[config.mk]
export PLATFORM = sky130hd
export DESIGN_NAME = egc_governor_config
export DESIGN_NICKNAME = d
export VERILOG_FILES = /design/src/logic/egc_pkg.sv /design/src/logic/egc_governor_config.sv
export VERILOG_INCLUDE_DIRS = /design/src /design/src/logic
export SDC_FILE = /design/constraint.sdc
export NUM_CORES = 1
export LEC_CHECK = 0
export BUFFER_PORTS_ARGS = -buffer_cell sky130_fd_sc_hd__buf_2
export CORE_MARGIN = 2
export CORE_UTILIZATION = 55
export CTS_CLUSTER_SIZE = 24
export DETAILED_ROUTE_END_ITERATION = 16
export PLACE_DENSITY_LB_ADDON = 0.3
export REMOVE_ABC_BUFFERS = 1
export SKIP_CTS_REPAIR_TIMING = 1
export SYNTH_ARGS = -nofsm -noshare
export SYNTH_HDL_FRONTEND = slang
export SYNTH_SLANG_ARGS = --single-unit
[constraint.sdc]
create_clock -name core_clk -period 4.25 [get_ports core_clk]
set_input_delay 0.425 -clock core_clk [delete_from_list [all_inputs] [get_ports core_clk]]
set_output_delay 0.425 -clock core_clk [all_outputs]
set_load 0.05 [all_outputs]
[src/logic/egc_defines.svh]
// register offsets, field positions, reset values and timing counts of the governor config block
// assumes inclusion by the top module and the bench top only
`ifndef EGC_DEFINES_SVH
`define EGC_DEFINES_SVH
// register byte offsets
`define EGC_REG_CFG        12'h000
`define EGC_REG_TEETH      12'h004
`define EGC_REG_RATED      12'h008
`define EGC_REG_MINOR_EN   12'h00C
`define EGC_REG_CMD        12'h010
`define EGC_REG_STATUS     12'h014
`define EGC_REG_LATCHED    12'h018
`define EGC_REG_SPEEDS     12'h01C
`define EGC_REG_REFS       12'h020
`define EGC_REG_CLUTCH_TMO 12'h024
// configuration bit positions
`define EGC_CFG_IO_LOCK     0
`define EGC_CFG_IDLE_SD     1
`define EGC_CFG_PWRUP_IDLE  2
`define EGC_CFG_IDLE_COMM   3
`define EGC_CFG_LINEAR_DYN  4
`define EGC_CFG_SET2_SPD    5
`define EGC_CFG_SET2_CLU    6
`define EGC_CFG_REM_HOLD    7
`define EGC_CFG_MAX_FUEL    8
`define EGC_CFG_REVERSE     9
`define EGC_CFG_CT_F_SEL    10
`define EGC_CFG_MAN_CLUTCH  11
`define EGC_CFG_CT_E_SEL    12
`define EGC_CFG_SYNC_GAIN   13
`define EGC_CFG_MAJ_SD      14
`define EGC_CFG_REMOTE_SEL  15
// reset values
`define EGC_CFG_RESET      32'h0000_0000
`define EGC_TEETH_RESET    32'h003C_003C
`define EGC_RATED_RESET    12'h3E8
`define EGC_TEETH_MIN      9'h010
`define EGC_TEETH_MAX      9'h12C
`define EGC_RATED_MIN      12'h064
`define EGC_RATED_MAX      12'h898
// ramp delay of one second
`define EGC_RAMP_DELAY_MS  1000
`define EGC_CLK_MHZ        125
`define EGC_RAMP_CYCLES    (`EGC_RAMP_DELAY_MS * 1000 * `EGC_CLK_MHZ)
`define EGC_CLUTCH_RESET   32'h0098_9680
`endif

[src/logic/egc_pkg.sv]
// types shared by the governor config block
// takes no numbers from the defines header
package egc_pkg;
    // speed reference selection
    typedef enum logic [2:0] {
        EGC_REF_IDLE,
        EGC_REF_RATED,
        EGC_REF_REMOTE,
        EGC_REF_HOLD,
        EGC_REF_LOWER
    } egc_ref_sel_t;
    // reference sequencer states
    typedef enum logic [1:0] {
        EGC_SEQ_RUN,
        EGC_SEQ_IDLE_WAIT
    } egc_seq_t;
    // clutch watchdog states
    typedef enum logic [1:0] {
        EGC_CLU_OFF,
        EGC_CLU_WAIT,
        EGC_CLU_FAIL
    } egc_clu_t;
endpackage

[src/logic/egc_governor_config.sv]
// configuration and minor alarm logic of a marine engine speed governor
// assumes an ahb-lite master with single word transfers and synchronous plant inputs
//
// Notes on behaviour
// RULE_01 - configuration mode forces all outputs off
// RULE_02 - each pickup has its own clamped tooth count
// RULE_03 - rated speed setting held within range
// RULE_04 - engine stop resets reference to idle
// RULE_05 - power-up may start reference at idle
// RULE_06 - link loss forces idle or freezes reference
// RULE_07 - linear map scales gain and reset
// RULE_08 - speed-qualified second dynamics set
// RULE_09 - clutch-qualified second dynamics set
// RULE_10 - speed loss goes minimum or maximum fuel
// RULE_11 - polarity bit selects direct or reverse
// RULE_12 - remote failure holds or ramps low
// RULE_13 - contact f declutch or overspeed test
// RULE_14 - manual clutch: no permissive, share on engage
// RULE_15 - contact e alarm reset or dynamics
// RULE_16 - synchronizer gain selected by bit
// RULE_17 - major alarm may force minimum fuel
// RULE_18 - minor relay is OR of enabled sources
// RULE_19 - every minor source has enable bit
// RULE_20 - live-condition sources do not latch
// RULE_21 - both-port error needs both ports
// RULE_22 - clutch fail after sync window expires
// RULE_23 - partner unit takes opposite engine side; this block has no engine side setting or output
// RULE_24 - latched sources held until alarm reset
//
// Chosen here: the AHB-Lite interface to the registers and the placing of the registers.
`timescale 1ns/100ps
`include "egc_defines.svh"

module egc_governor_config #(
    parameter int unsigned RAMP_CYCLES = `EGC_RAMP_CYCLES,
    parameter int unsigned NSRC        = 16
) (
    // clock and reset
    input  wire logic                  core_clk,
    input  wire logic                  rst,
    // ahb-lite slave
    input  wire logic                  hsel,
    input  wire logic [11:0]           haddr,
    input  wire logic [1:0]            htrans,
    input  wire logic                  hwrite,
    input  wire logic [2:0]            hsize,
    input  wire logic [31:0]           hwdata,
    input  wire logic                  hready,
    output logic      [31:0]           hrdata,
    output logic                       hreadyout,
    output logic                       hresp,
    // plant conditions
    input  wire logic                  speedLost,
    input  wire logic                  engineStopped,
    input  wire logic                  aboveDynSpeed,
    input  wire logic                  clutchEngaged,
    input  wire logic                  clutchRequest,
    input  wire logic                  linkOk,
    input  wire logic                  remoteFailed,
    input  wire logic                  majorAlarm,
    input  wire logic                  contactE,
    input  wire logic                  contactF,
    input  wire logic [NSRC-1:0]       alarmCond,
    // outputs
    output logic                       minorRelay,
    output logic                       clutchPermissive,
    output logic                       loadShareEn,
    output logic                       softUnloadEn,
    output logic                       minFuel,
    output logic                       maxFuel,
    output logic                       reverseAct,
    output logic                       secondDynamicsSet,
    output logic                       linearDynMap,
    output logic                       syncHighGain,
    output logic                       emergencyDeclutch,
    output logic                       overspeedTestEn,
    output logic                       outputsOff,
    output egc_pkg::egc_ref_sel_t      refSelect,
    output logic                       refRamp
);
    import egc_pkg::*;

    // source indices: 0,1 pickups, 2 manifold, 3 remote, 4 rack, 5 speed switch,
    // 6 torque lim, 7 manifold lim, 8 high act, 9 port2, 10 port3, 11 both ports,
    // 12 controller_output_low_fault, 13 overspeed, 14 load switch, 15 clutch fail
    localparam logic [NSRC-1:0] LIVE_MASK = 16'h40E0;

    // registers
    logic [31:0]         cfg;           // option bits
    logic [8:0]          teeth1;        // pickup 1 tooth count
    logic [8:0]          teeth2;        // pickup 2 tooth count
    logic [11:0]         ratedRpm;      // rated speed
    logic [NSRC-1:0]     minorEn;       // per-source enables
    logic [NSRC-1:0]     latched;       // held alarm bits
    logic [31:0]         clutchTmo;     // sync window in cycles
    logic [31:0]         clutchCnt;     // sync window counter
    logic [31:0]         rampCnt;       // one-second wait
    logic                menuReset;     // software alarm reset pulse
    logic                powerUp;       // first cycles after reset
    egc_seq_t            seq;           // reference sequencer
    egc_clu_t            cluState;      // clutch watchdog
    // bus address phase capture
    logic                dpWrite;
    logic                dpRead;
    logic [11:0]         dpAddr;

    // ahb address phase decode
    wire logic           busTake  = hsel & hready & htrans[1];
    wire logic           ioLock   = cfg[`EGC_CFG_IO_LOCK];
    wire logic [8:0]     wTeeth1  = hwdata[8:0];
    wire logic [8:0]     wTeeth2  = hwdata[24:16];
    wire logic [11:0]    wRated   = hwdata[11:0];

    // bus phase register
    always_ff @(posedge core_clk) begin
        if (rst) begin
            dpWrite <= 1'b0;
            dpRead  <= 1'b0;
            dpAddr  <= 12'h000;
        end else begin
            dpWrite <= busTake & hwrite;
            dpRead  <= busTake & ~hwrite;
            dpAddr  <= haddr;
        end
    end

    // clamp functions for settings
    function automatic logic [8:0] clampTeeth(input logic [8:0] v);
        if (v < `EGC_TEETH_MIN) clampTeeth = `EGC_TEETH_MIN;
        else if (v > `EGC_TEETH_MAX) clampTeeth = `EGC_TEETH_MAX;
        else clampTeeth = v;
    endfunction
    function automatic logic [11:0] clampRated(input logic [11:0] v);
        if (v < `EGC_RATED_MIN) clampRated = `EGC_RATED_MIN;
        else if (v > `EGC_RATED_MAX) clampRated = `EGC_RATED_MAX;
        else clampRated = v;
    endfunction

    // register writes in the data phase
    always_ff @(posedge core_clk) begin
        if (rst) begin
            cfg       <= `EGC_CFG_RESET;
            teeth1    <= 9'h03C;
            teeth2    <= 9'h03C;
            ratedRpm  <= `EGC_RATED_RESET;
            minorEn   <= '0;
            clutchTmo <= `EGC_CLUTCH_RESET;
            menuReset <= 1'b0;
        end else begin
            menuReset <= dpWrite && dpAddr == `EGC_REG_CMD && hwdata[0];
            if (dpWrite) begin
                unique case (dpAddr)
                    `EGC_REG_CFG:        cfg       <= hwdata;
                    `EGC_REG_TEETH: begin
                        teeth1 <= clampTeeth(wTeeth1);  // RULE_02
                        teeth2 <= clampTeeth(wTeeth2);  // RULE_02
                    end
                    `EGC_REG_RATED:      ratedRpm  <= clampRated(wRated); // RULE_03
                    `EGC_REG_MINOR_EN:   minorEn   <= hwdata[NSRC-1:0];   // RULE_19
                    `EGC_REG_CLUTCH_TMO: clutchTmo <= hwdata;
                    default: ;
                endcase
            end
        end
    end

    // read mux and response
    logic [31:0] rdMux;
    always_comb begin
        unique case (dpAddr)
            `EGC_REG_CFG:        rdMux = cfg;
            `EGC_REG_TEETH:      rdMux = {7'h00, teeth2, 7'h00, teeth1};
            `EGC_REG_RATED:      rdMux = {20'h0_0000, ratedRpm};
            `EGC_REG_MINOR_EN:   rdMux = {16'h0000, minorEn};
            `EGC_REG_STATUS:     rdMux = {16'h0000, 12'h000, secondDynamicsSet,
                                          minFuel, maxFuel, minorRelay};
            `EGC_REG_LATCHED:    rdMux = {16'h0000, latched};
            `EGC_REG_REFS:       rdMux = {28'h000_0000, refRamp, refSelect};
            `EGC_REG_CLUTCH_TMO: rdMux = clutchTmo;
            default:             rdMux = 32'h0000_0000;
        endcase
    end
    always_comb hrdata = rdMux;
    assign hreadyout = 1'b1;
    assign hresp     = 1'b0;

    // alarm reset source: contact e in reset mode or menu
    wire logic alarmReset = menuReset | (contactE & cfg[`EGC_CFG_CT_E_SEL]); // RULE_15 RULE_24

    // clutch watchdog: request starts window, engage ends it
    always_ff @(posedge core_clk) begin
        if (rst) begin
            cluState  <= EGC_CLU_OFF;
            clutchCnt <= 32'h0000_0000;
        end else begin
            unique case (cluState)
                EGC_CLU_OFF: begin
                    clutchCnt <= 32'h0000_0000;
                    if (clutchRequest & ~clutchEngaged) cluState <= EGC_CLU_WAIT;
                end
                EGC_CLU_WAIT: begin
                    clutchCnt <= clutchCnt + 32'h0000_0001;
                    if (clutchEngaged | ~clutchRequest) cluState <= EGC_CLU_OFF;
                    else if (clutchCnt >= clutchTmo) cluState <= EGC_CLU_FAIL; // RULE_22
                end
                EGC_CLU_FAIL: begin
                    if (~clutchRequest) cluState <= EGC_CLU_OFF;
                end
            endcase
        end
    end

    // effective source conditions
    logic [NSRC-1:0] srcNow;
    always_comb begin
        srcNow     = alarmCond;
        srcNow[11] = alarmCond[9] & alarmCond[10]; // RULE_21
        srcNow[15] = (cluState == EGC_CLU_FAIL);   // RULE_22
    end

    // latching sources; set wins over reset
    always_ff @(posedge core_clk) begin
        if (rst) latched <= '0;
        else latched <= (alarmReset ? '0 : latched) | (srcNow & ~LIVE_MASK); // RULE_24
    end
    wire logic [NSRC-1:0] contrib = ((srcNow & LIVE_MASK) | latched) & minorEn; // RULE_20
    wire logic            minorAny = |contrib; // RULE_18

    // reference sequencer with one-second idle wait
    always_ff @(posedge core_clk) begin
        if (rst) begin
            seq     <= EGC_SEQ_IDLE_WAIT;
            powerUp <= 1'b1;
            rampCnt <= 32'h0000_0000;
        end else begin
            unique case (seq)
                EGC_SEQ_RUN: begin
                    rampCnt <= 32'h0000_0000;
                    if (engineStopped & cfg[`EGC_CFG_IDLE_SD]) seq <= EGC_SEQ_IDLE_WAIT; // RULE_04
                end
                EGC_SEQ_IDLE_WAIT: begin
                    rampCnt <= rampCnt + 32'h0000_0001;
                    if (rampCnt >= RAMP_CYCLES - 1) begin
                        powerUp <= 1'b0;
                        if (~engineStopped) seq <= EGC_SEQ_RUN;
                    end
                end
            endcase
        end
    end

    // reference selection priority
    egc_ref_sel_t next_ref;
    logic         next_ramp;
    wire logic    remoteSel = cfg[`EGC_CFG_REMOTE_SEL];
    wire logic    atIdle    = (seq == EGC_SEQ_IDLE_WAIT) &
                              (~powerUp | cfg[`EGC_CFG_PWRUP_IDLE]); // RULE_05
    always_comb begin
        next_ramp = 1'b0;
        if (~linkOk)
            next_ref = cfg[`EGC_CFG_IDLE_COMM] ? EGC_REF_IDLE : EGC_REF_HOLD; // RULE_06
        else if (atIdle)
            next_ref = EGC_REF_IDLE; // RULE_04
        else if (seq == EGC_SEQ_RUN && engineStopped)
            next_ref = EGC_REF_HOLD; // RULE_04
        else if (remoteSel & remoteFailed) begin
            next_ref  = cfg[`EGC_CFG_REM_HOLD] ? EGC_REF_HOLD : EGC_REF_LOWER; // RULE_12
            next_ramp = ~cfg[`EGC_CFG_REM_HOLD];
        end else if (remoteSel) begin
            next_ref  = EGC_REF_REMOTE;
            next_ramp = 1'b1; // RULE_05
        end else
            next_ref = EGC_REF_RATED;
    end

    // fuel, dynamics and contact decode
    wire logic reverse   = cfg[`EGC_CFG_REVERSE]; // RULE_11
    wire logic lossMax   = speedLost & cfg[`EGC_CFG_MAX_FUEL] & reverse; // RULE_10
    wire logic next_min  = (speedLost & ~lossMax) |
                           (majorAlarm & cfg[`EGC_CFG_MAJ_SD]); // RULE_10 RULE_17
    wire logic dynCt     = contactE & ~cfg[`EGC_CFG_CT_E_SEL]; // RULE_15
    wire logic next_dyn  = dynCt &
                           (~cfg[`EGC_CFG_SET2_SPD] | aboveDynSpeed) & // RULE_08
                           (~cfg[`EGC_CFG_SET2_CLU] | clutchEngaged);  // RULE_09
    wire logic manClutch = cfg[`EGC_CFG_MAN_CLUTCH];
    wire logic next_perm = clutchRequest & ~manClutch & ~clutchEngaged; // RULE_14

    // output registers, all but outputsOff forced off under the io lock, outputsOff set
    always_ff @(posedge core_clk) begin
        if (rst || ioLock) begin // RULE_01
            minorRelay        <= 1'b0;
            clutchPermissive  <= 1'b0;
            loadShareEn       <= 1'b0;
            softUnloadEn      <= 1'b0;
            minFuel           <= 1'b0;
            maxFuel           <= 1'b0;
            reverseAct        <= 1'b0;
            secondDynamicsSet <= 1'b0;
            linearDynMap      <= 1'b0;
            syncHighGain      <= 1'b0;
            emergencyDeclutch <= 1'b0;
            overspeedTestEn   <= 1'b0;
            refSelect         <= EGC_REF_IDLE;
            refRamp           <= 1'b0;
            outputsOff        <= 1'b1;
        end else begin
            minorRelay        <= minorAny; // RULE_18
            clutchPermissive  <= next_perm; // RULE_14
            loadShareEn       <= clutchEngaged; // RULE_14
            softUnloadEn      <= ~manClutch; // RULE_14
            minFuel           <= next_min;
            maxFuel           <= lossMax & ~next_min; // RULE_10
            reverseAct        <= reverse; // RULE_11
            secondDynamicsSet <= next_dyn;
            linearDynMap      <= cfg[`EGC_CFG_LINEAR_DYN]; // RULE_07
            syncHighGain      <= cfg[`EGC_CFG_SYNC_GAIN]; // RULE_16
            emergencyDeclutch <= contactF & ~cfg[`EGC_CFG_CT_F_SEL]; // RULE_13
            overspeedTestEn   <= contactF & cfg[`EGC_CFG_CT_F_SEL]; // RULE_13
            refSelect         <= next_ref;
            refRamp           <= next_ramp;
            outputsOff        <= 1'b0;
        end
    end
endmodule

==> Word-level counts from Yosys, hierarchy flattened <==
Cells that the tools add are included.
{ "word_totals": {"reg_bits": 226, "output_inout_bits": 51, "elab_cells": 146} }
{ "op_classes": {"n_addsub": 2, "magnitude_cmp": 8, "n_eq_ne": 17, "n_mux": 29, "n_bitwise": 42, "n_reduce_logical": 18} }
{ "ops": {"columns": ["op", "n"], "rows": [
  ["$pmux 32 s8", 1],
  ["$pmux 32 s2", 2],
  ["$add 32x1->32 const B", 2],
  ["$eq 12x5->1 const B", 3],
  ["$mux 9", 4],
  ["$ge 32x27->1 const B", 1],
  ["$ge 32x32->1", 1],
  ["$eq 12x4->1 const B", 2],
  ["$eq 12x6->1 const B", 2],
  ["$mux 12", 2],
  ["$and 1x1->1", 21],
  ["$gt 9x9->1 const B", 2],
  ["$lt 9x5->1 const B", 2],
  ["$mux 2", 9],
  ["$and 16x16->16", 1],
  ["$mux 16", 1],
  ["$or 15x16->16", 1],
  ["$or 16x16->16", 1],
  ["$reduce_or 16->1", 1],
  ["$mux 3", 5],
  ["$eq 12x3->1 const B", 1],
  ["$gt 12x12->1 const B", 1],
  ["$logic_not 12->1", 1],
  ["$lt 12x7->1 const B", 1],
  ["16 further kinds", 48]
]} }

==> Logic depth before layout (Yosys ltp) <==
{ "depth": {"word_depth": 7, "mapped_depth": 10} }

==> Worst setup path before layout <==
Ideal clock, no wire load.
{ "synth_path": {"path_type": "reg2out", "from": "register dpAddr[11]", "to": "output hrdata[1]", "arrival_time_ns": 2.484, "required_time_ns": 3.825, "path_slack_ns": 1.341, "path_stages_with_launch": 9, "path_cell_list": "dfxtp_1 > or4_4 > or4_1 > buf_2 > nor2b_1 > buf_2 > buf_2 > a22oi_1 > nand3_1"} }
{ "synth_between": {"elab_chain_cells": 2} }
{ "synth_rtl": {"columns": ["element", "line_no", "source"], "rows": [
  ["from (decl)", "egc_governor_config.sv:105", "logic [11:0] dpAddr;"],
  ["from (signal assigned)", "egc_governor_config.sv:123", "dpAddr <= haddr;"],
  ["$eq 12x6->1, or another cell as far along", "egc_governor_config.sv:170", "unique case (dpAddr)"],
  ["$pmux 32 s8 *", "egc_governor_config.sv:170", null],
  ["to (decl)", "egc_governor_config.sv:49", "output logic [31:0] hrdata,"]
]} }
Mark *: on every way between the ends. The rest lies on a longest branch, timed or not.

==> Final worst setup path <==
{ "layout_path": {"from": "register dpAddr[7]", "to": "output hrdata[9]"} }
Same word-level chain as after synthesis.

==> flow_summary.json <==
{
  "tritoncts": "yes",
  "dieArea_mm2": 0.01994,
  "place_area_mm2": 0.01108,
  "n_antenna_cell": 0,
  "dp_hpwl_mm": 19.38,
  "firstDrtPassIters": 6,
  "rows": 50,
  "status": "finished, final reports clean",
  "io_pins": 131,
  "ys_types": 65,
  "clk_pin_slew_ns": 0.06,
  "start_util_pct": 55.72,
  "post-route-period-util_pct": 92.50,
  "drc": 0,
  "fp.dieH_um": 141.2,
  "numClockSinks": 221,
  "ys_seq_elements": 221,
  "cts_root_buffer": "clkbuf_16",
  "wl_mm": 28.23,
  "power_leakage_uw": 0.004615,
  "cts_buffers": 24,
  "post-route-min-period_ns": 3.931,
  "async_flop_share_pct": 0,
  "powerDensity_mw_per_mm2": 385.1,
  "critPathCaptureType": "primary output",
  "first_global_vias": 8878,
  "fp.dieW_um": 141.2,
  "setup_tns_ns": 0,
  "drive_gt1_share_pct": 14.59,
  "final_area_mm2": 0.01189,
  "ant_nets": 0,
  "whs_ns": 0.1049,
  "ctsLongestPathBuffers": 3,
  "maxCapViolCount": 0,
  "clkLatencyLatePin_ns": 0.52,
  "slew_headroom_pct": 29.73,
  "htree_levels": 1,
  "fin_cells": 1625,
  "core_area_mm2": 0.01858,
  "track_usage_pct": 27.87,
  "area_growth_pct": 14.85,
  "start_kind": "flop",
  "peakVddDrop_v": 0.0002896,
  "min_path_type": "primary input to flop",
  "io_buffers": 122,
  "worstPathRequired_ns": 3.83,
  "finalHoldViolCount": 0,
  "grt_first_pass_wirelength_mm": 45.51,
  "nets": 1490,
  "grt_max_degree": 72,
  "syn_area_mm2": 0.01035,
  "synth_edf_count": 0,
  "drtIter0Drc": 813,
  "critical_path.max_fanout": 14,
  "gp_congestion": 0.9819,
  "place_inst": 1581,
  "rsz0062_at_grt": "false",
  "yosys_most_used_dff": "dfxtp_1",
  "yosysSeqAreaShare_pct": 42.73,
  "p_total_uw": 4579,
  "crit_type": "flop to primary output",
  "fmax_mhz": 254.4,
  "worst_pin_slew_ns": 1.052,
  "grt_overflow": 0,
  "vias_per_cell": 5.979,
  "syn_avg_cell_area_um2": 8.045,
  "finalSetupViolCount": 0,
  "via_count": 9716,
  "yosys_warnings": 0,
  "arrival_ns": 3.51,
  "wl_per_cell_um": 17.37,
  "grt_antenna_before_repair": 0,
  "syn_inst": 1287,
  "skew_ns": 0.01333,
  "finalMaxSlewViolations": 0
}
## cell type report
type                    instances  area, um^2
repair buffers                140       760.7
inverters                      56       210.2
multi-input cells             930        5388
clock inverters                12       125.1
fillers                      1553        6689
flip-flops and latches        221        4424
clock buffers                  32       690.7
well taps                     234       292.8
## logic make-up after synthesis
logic type | synth area share [%]
other | 0.07253
adders and majority gates | 4.568
and+or+nand+nor | 24.11
muxes | 1.922
buffers and inverters | 5.233
AOI/OAI and AO/OA | 19.00
xor gates and xnor gates | 2.369
DFF | 42.73
## final timing paths
| path | from | to | slack [ns] | cells after the start |
|---|---|---|---|---|
| setup / recovery | dpAddr[7] | hrdata[9] | 0.32 | 7 |
| hold reg to reg | rampCnt[0] | rampCnt[0] | 0.45 | 1 |
| hold / removal | haddr[11] | dpAddr[11] | 0.10 | 2 |
| setup reg to reg | dpAddr[7] | cfg[27] | 0.88 | 7 |
## report_power, final
| group | leakage [uW] | internal, uW | switching, uW |
|---|---|---|---|
| sequential | 0.00179 | 2100 | 18.8 |
| combinational | 0.00241 | 97.6 | 229 |
| clock | 0.000412 | 1270 | 870 |
| total | 0.00461 | 3460 | 1120 |
## cells in the mapped netlist (all sizes together), types with 3 or more instances
cell,number,area share (%)
a211o,15,1.3
a211oi,5,0.36
a21oi,146,7.1
a221o,12,1.2
a221oi,3,0.25
a222oi,6,0.58
a22o,13,1.1
a22oi,30,2.2
a311oi,4,0.34
a31oi,5,0.30
and2,14,0.85
and3,14,0.85
and4,7,0.59
buf,17,0.92
clkbuf,63,2.3
dfxtp,221,43
ha,37,4.5
inv,55,2.0
mux2,7,0.76
mux2i,12,1.2
nand2,231,8.4
nand2b,9,0.54
nand3,38,1.8
nand3b,9,0.65
nand4,20,1.2
nor2,109,4.0
nor2b,22,1.3
nor3,17,0.93
nor4,9,0.54
o211ai,10,0.73
o21a,4,0.29
o21ai,31,1.5
o31a,3,0.25
or2,11,0.66
or3,15,0.91
or4,6,0.47
xnor2,6,0.51
xor2,22,1.9
## flip-flops by register name, indices dropped and copies added (netlist names), 2 cells and up
name	flops
rampCnt	32
clutchCnt	32
refSelect	3
dpAddr	12
latched	12
minorEn	16
teeth1	9
cfg	32
ratedRpm	12
cluState	2
teeth2	9
clutchTmo	32
## per-stage QoR
stage	worst slack [ns]	utilization, %
floorplan	0.9223	-
global placement	0.9800	59.61
detailed placement	0.9417	59.61
CTS	0.3804	64.00
global route	0.1794	64.00
finish	0.3187	64.00
## routing by layer
| metal | track usage, % | vias to the layer above | routed length (um) |
|---|---|---|---|
| met5 | 0 | - | 0 |
| met4 | 8.421 | 0 | 807 |
| met3 | 3.940 | 65 | 2491 |
| met2 | 45.76 | 444 | 12880 |
| met1 | 38.24 | 4534 | 12050 |
| li1 | - | 4673 | - |
## critical path, cell delays in order, from the launching register on
cell and delay, ns:
dfxtp_1 0.29, or4_1 0.61, or4_1 0.64, nor3_4 0.60, buf_4 0.31, a222oi_1 0.15, inv_1 0.11, buf_2 0.26
## cell usage in the layout (no fill, tap or decap), types with 5 or more instances in the layout
cell type and n:
nor2b_1 22, xnor2_1 6, nand3b_1 9, nor2_1 109
or4_1 5, nand2_1 231, and2_1 12, nor4_1 9
or3_1 15, nand2b_1 9, a22o_1 13, clkinv_2 8
xor2_1 22, mux2_2 7, and3_1 14, o21ai_0 31
clkbuf_16 24, nand4_1 20, a31oi_1 5, dfxtp_1 221
a21oi_1 146, a221o_1 12, or2_2 11, a22oi_1 30
nor3_1 16, buf_4 18, o211ai_1 10, clkbuf_8 6
ha_1 37, nand3_1 38, and4_1 7, a211o_1 15
a222oi_1 6, buf_2 121, a211oi_1 5, inv_1 55
mux2i_1 12
Note: power is estimated with default switching activity, not from simulation.
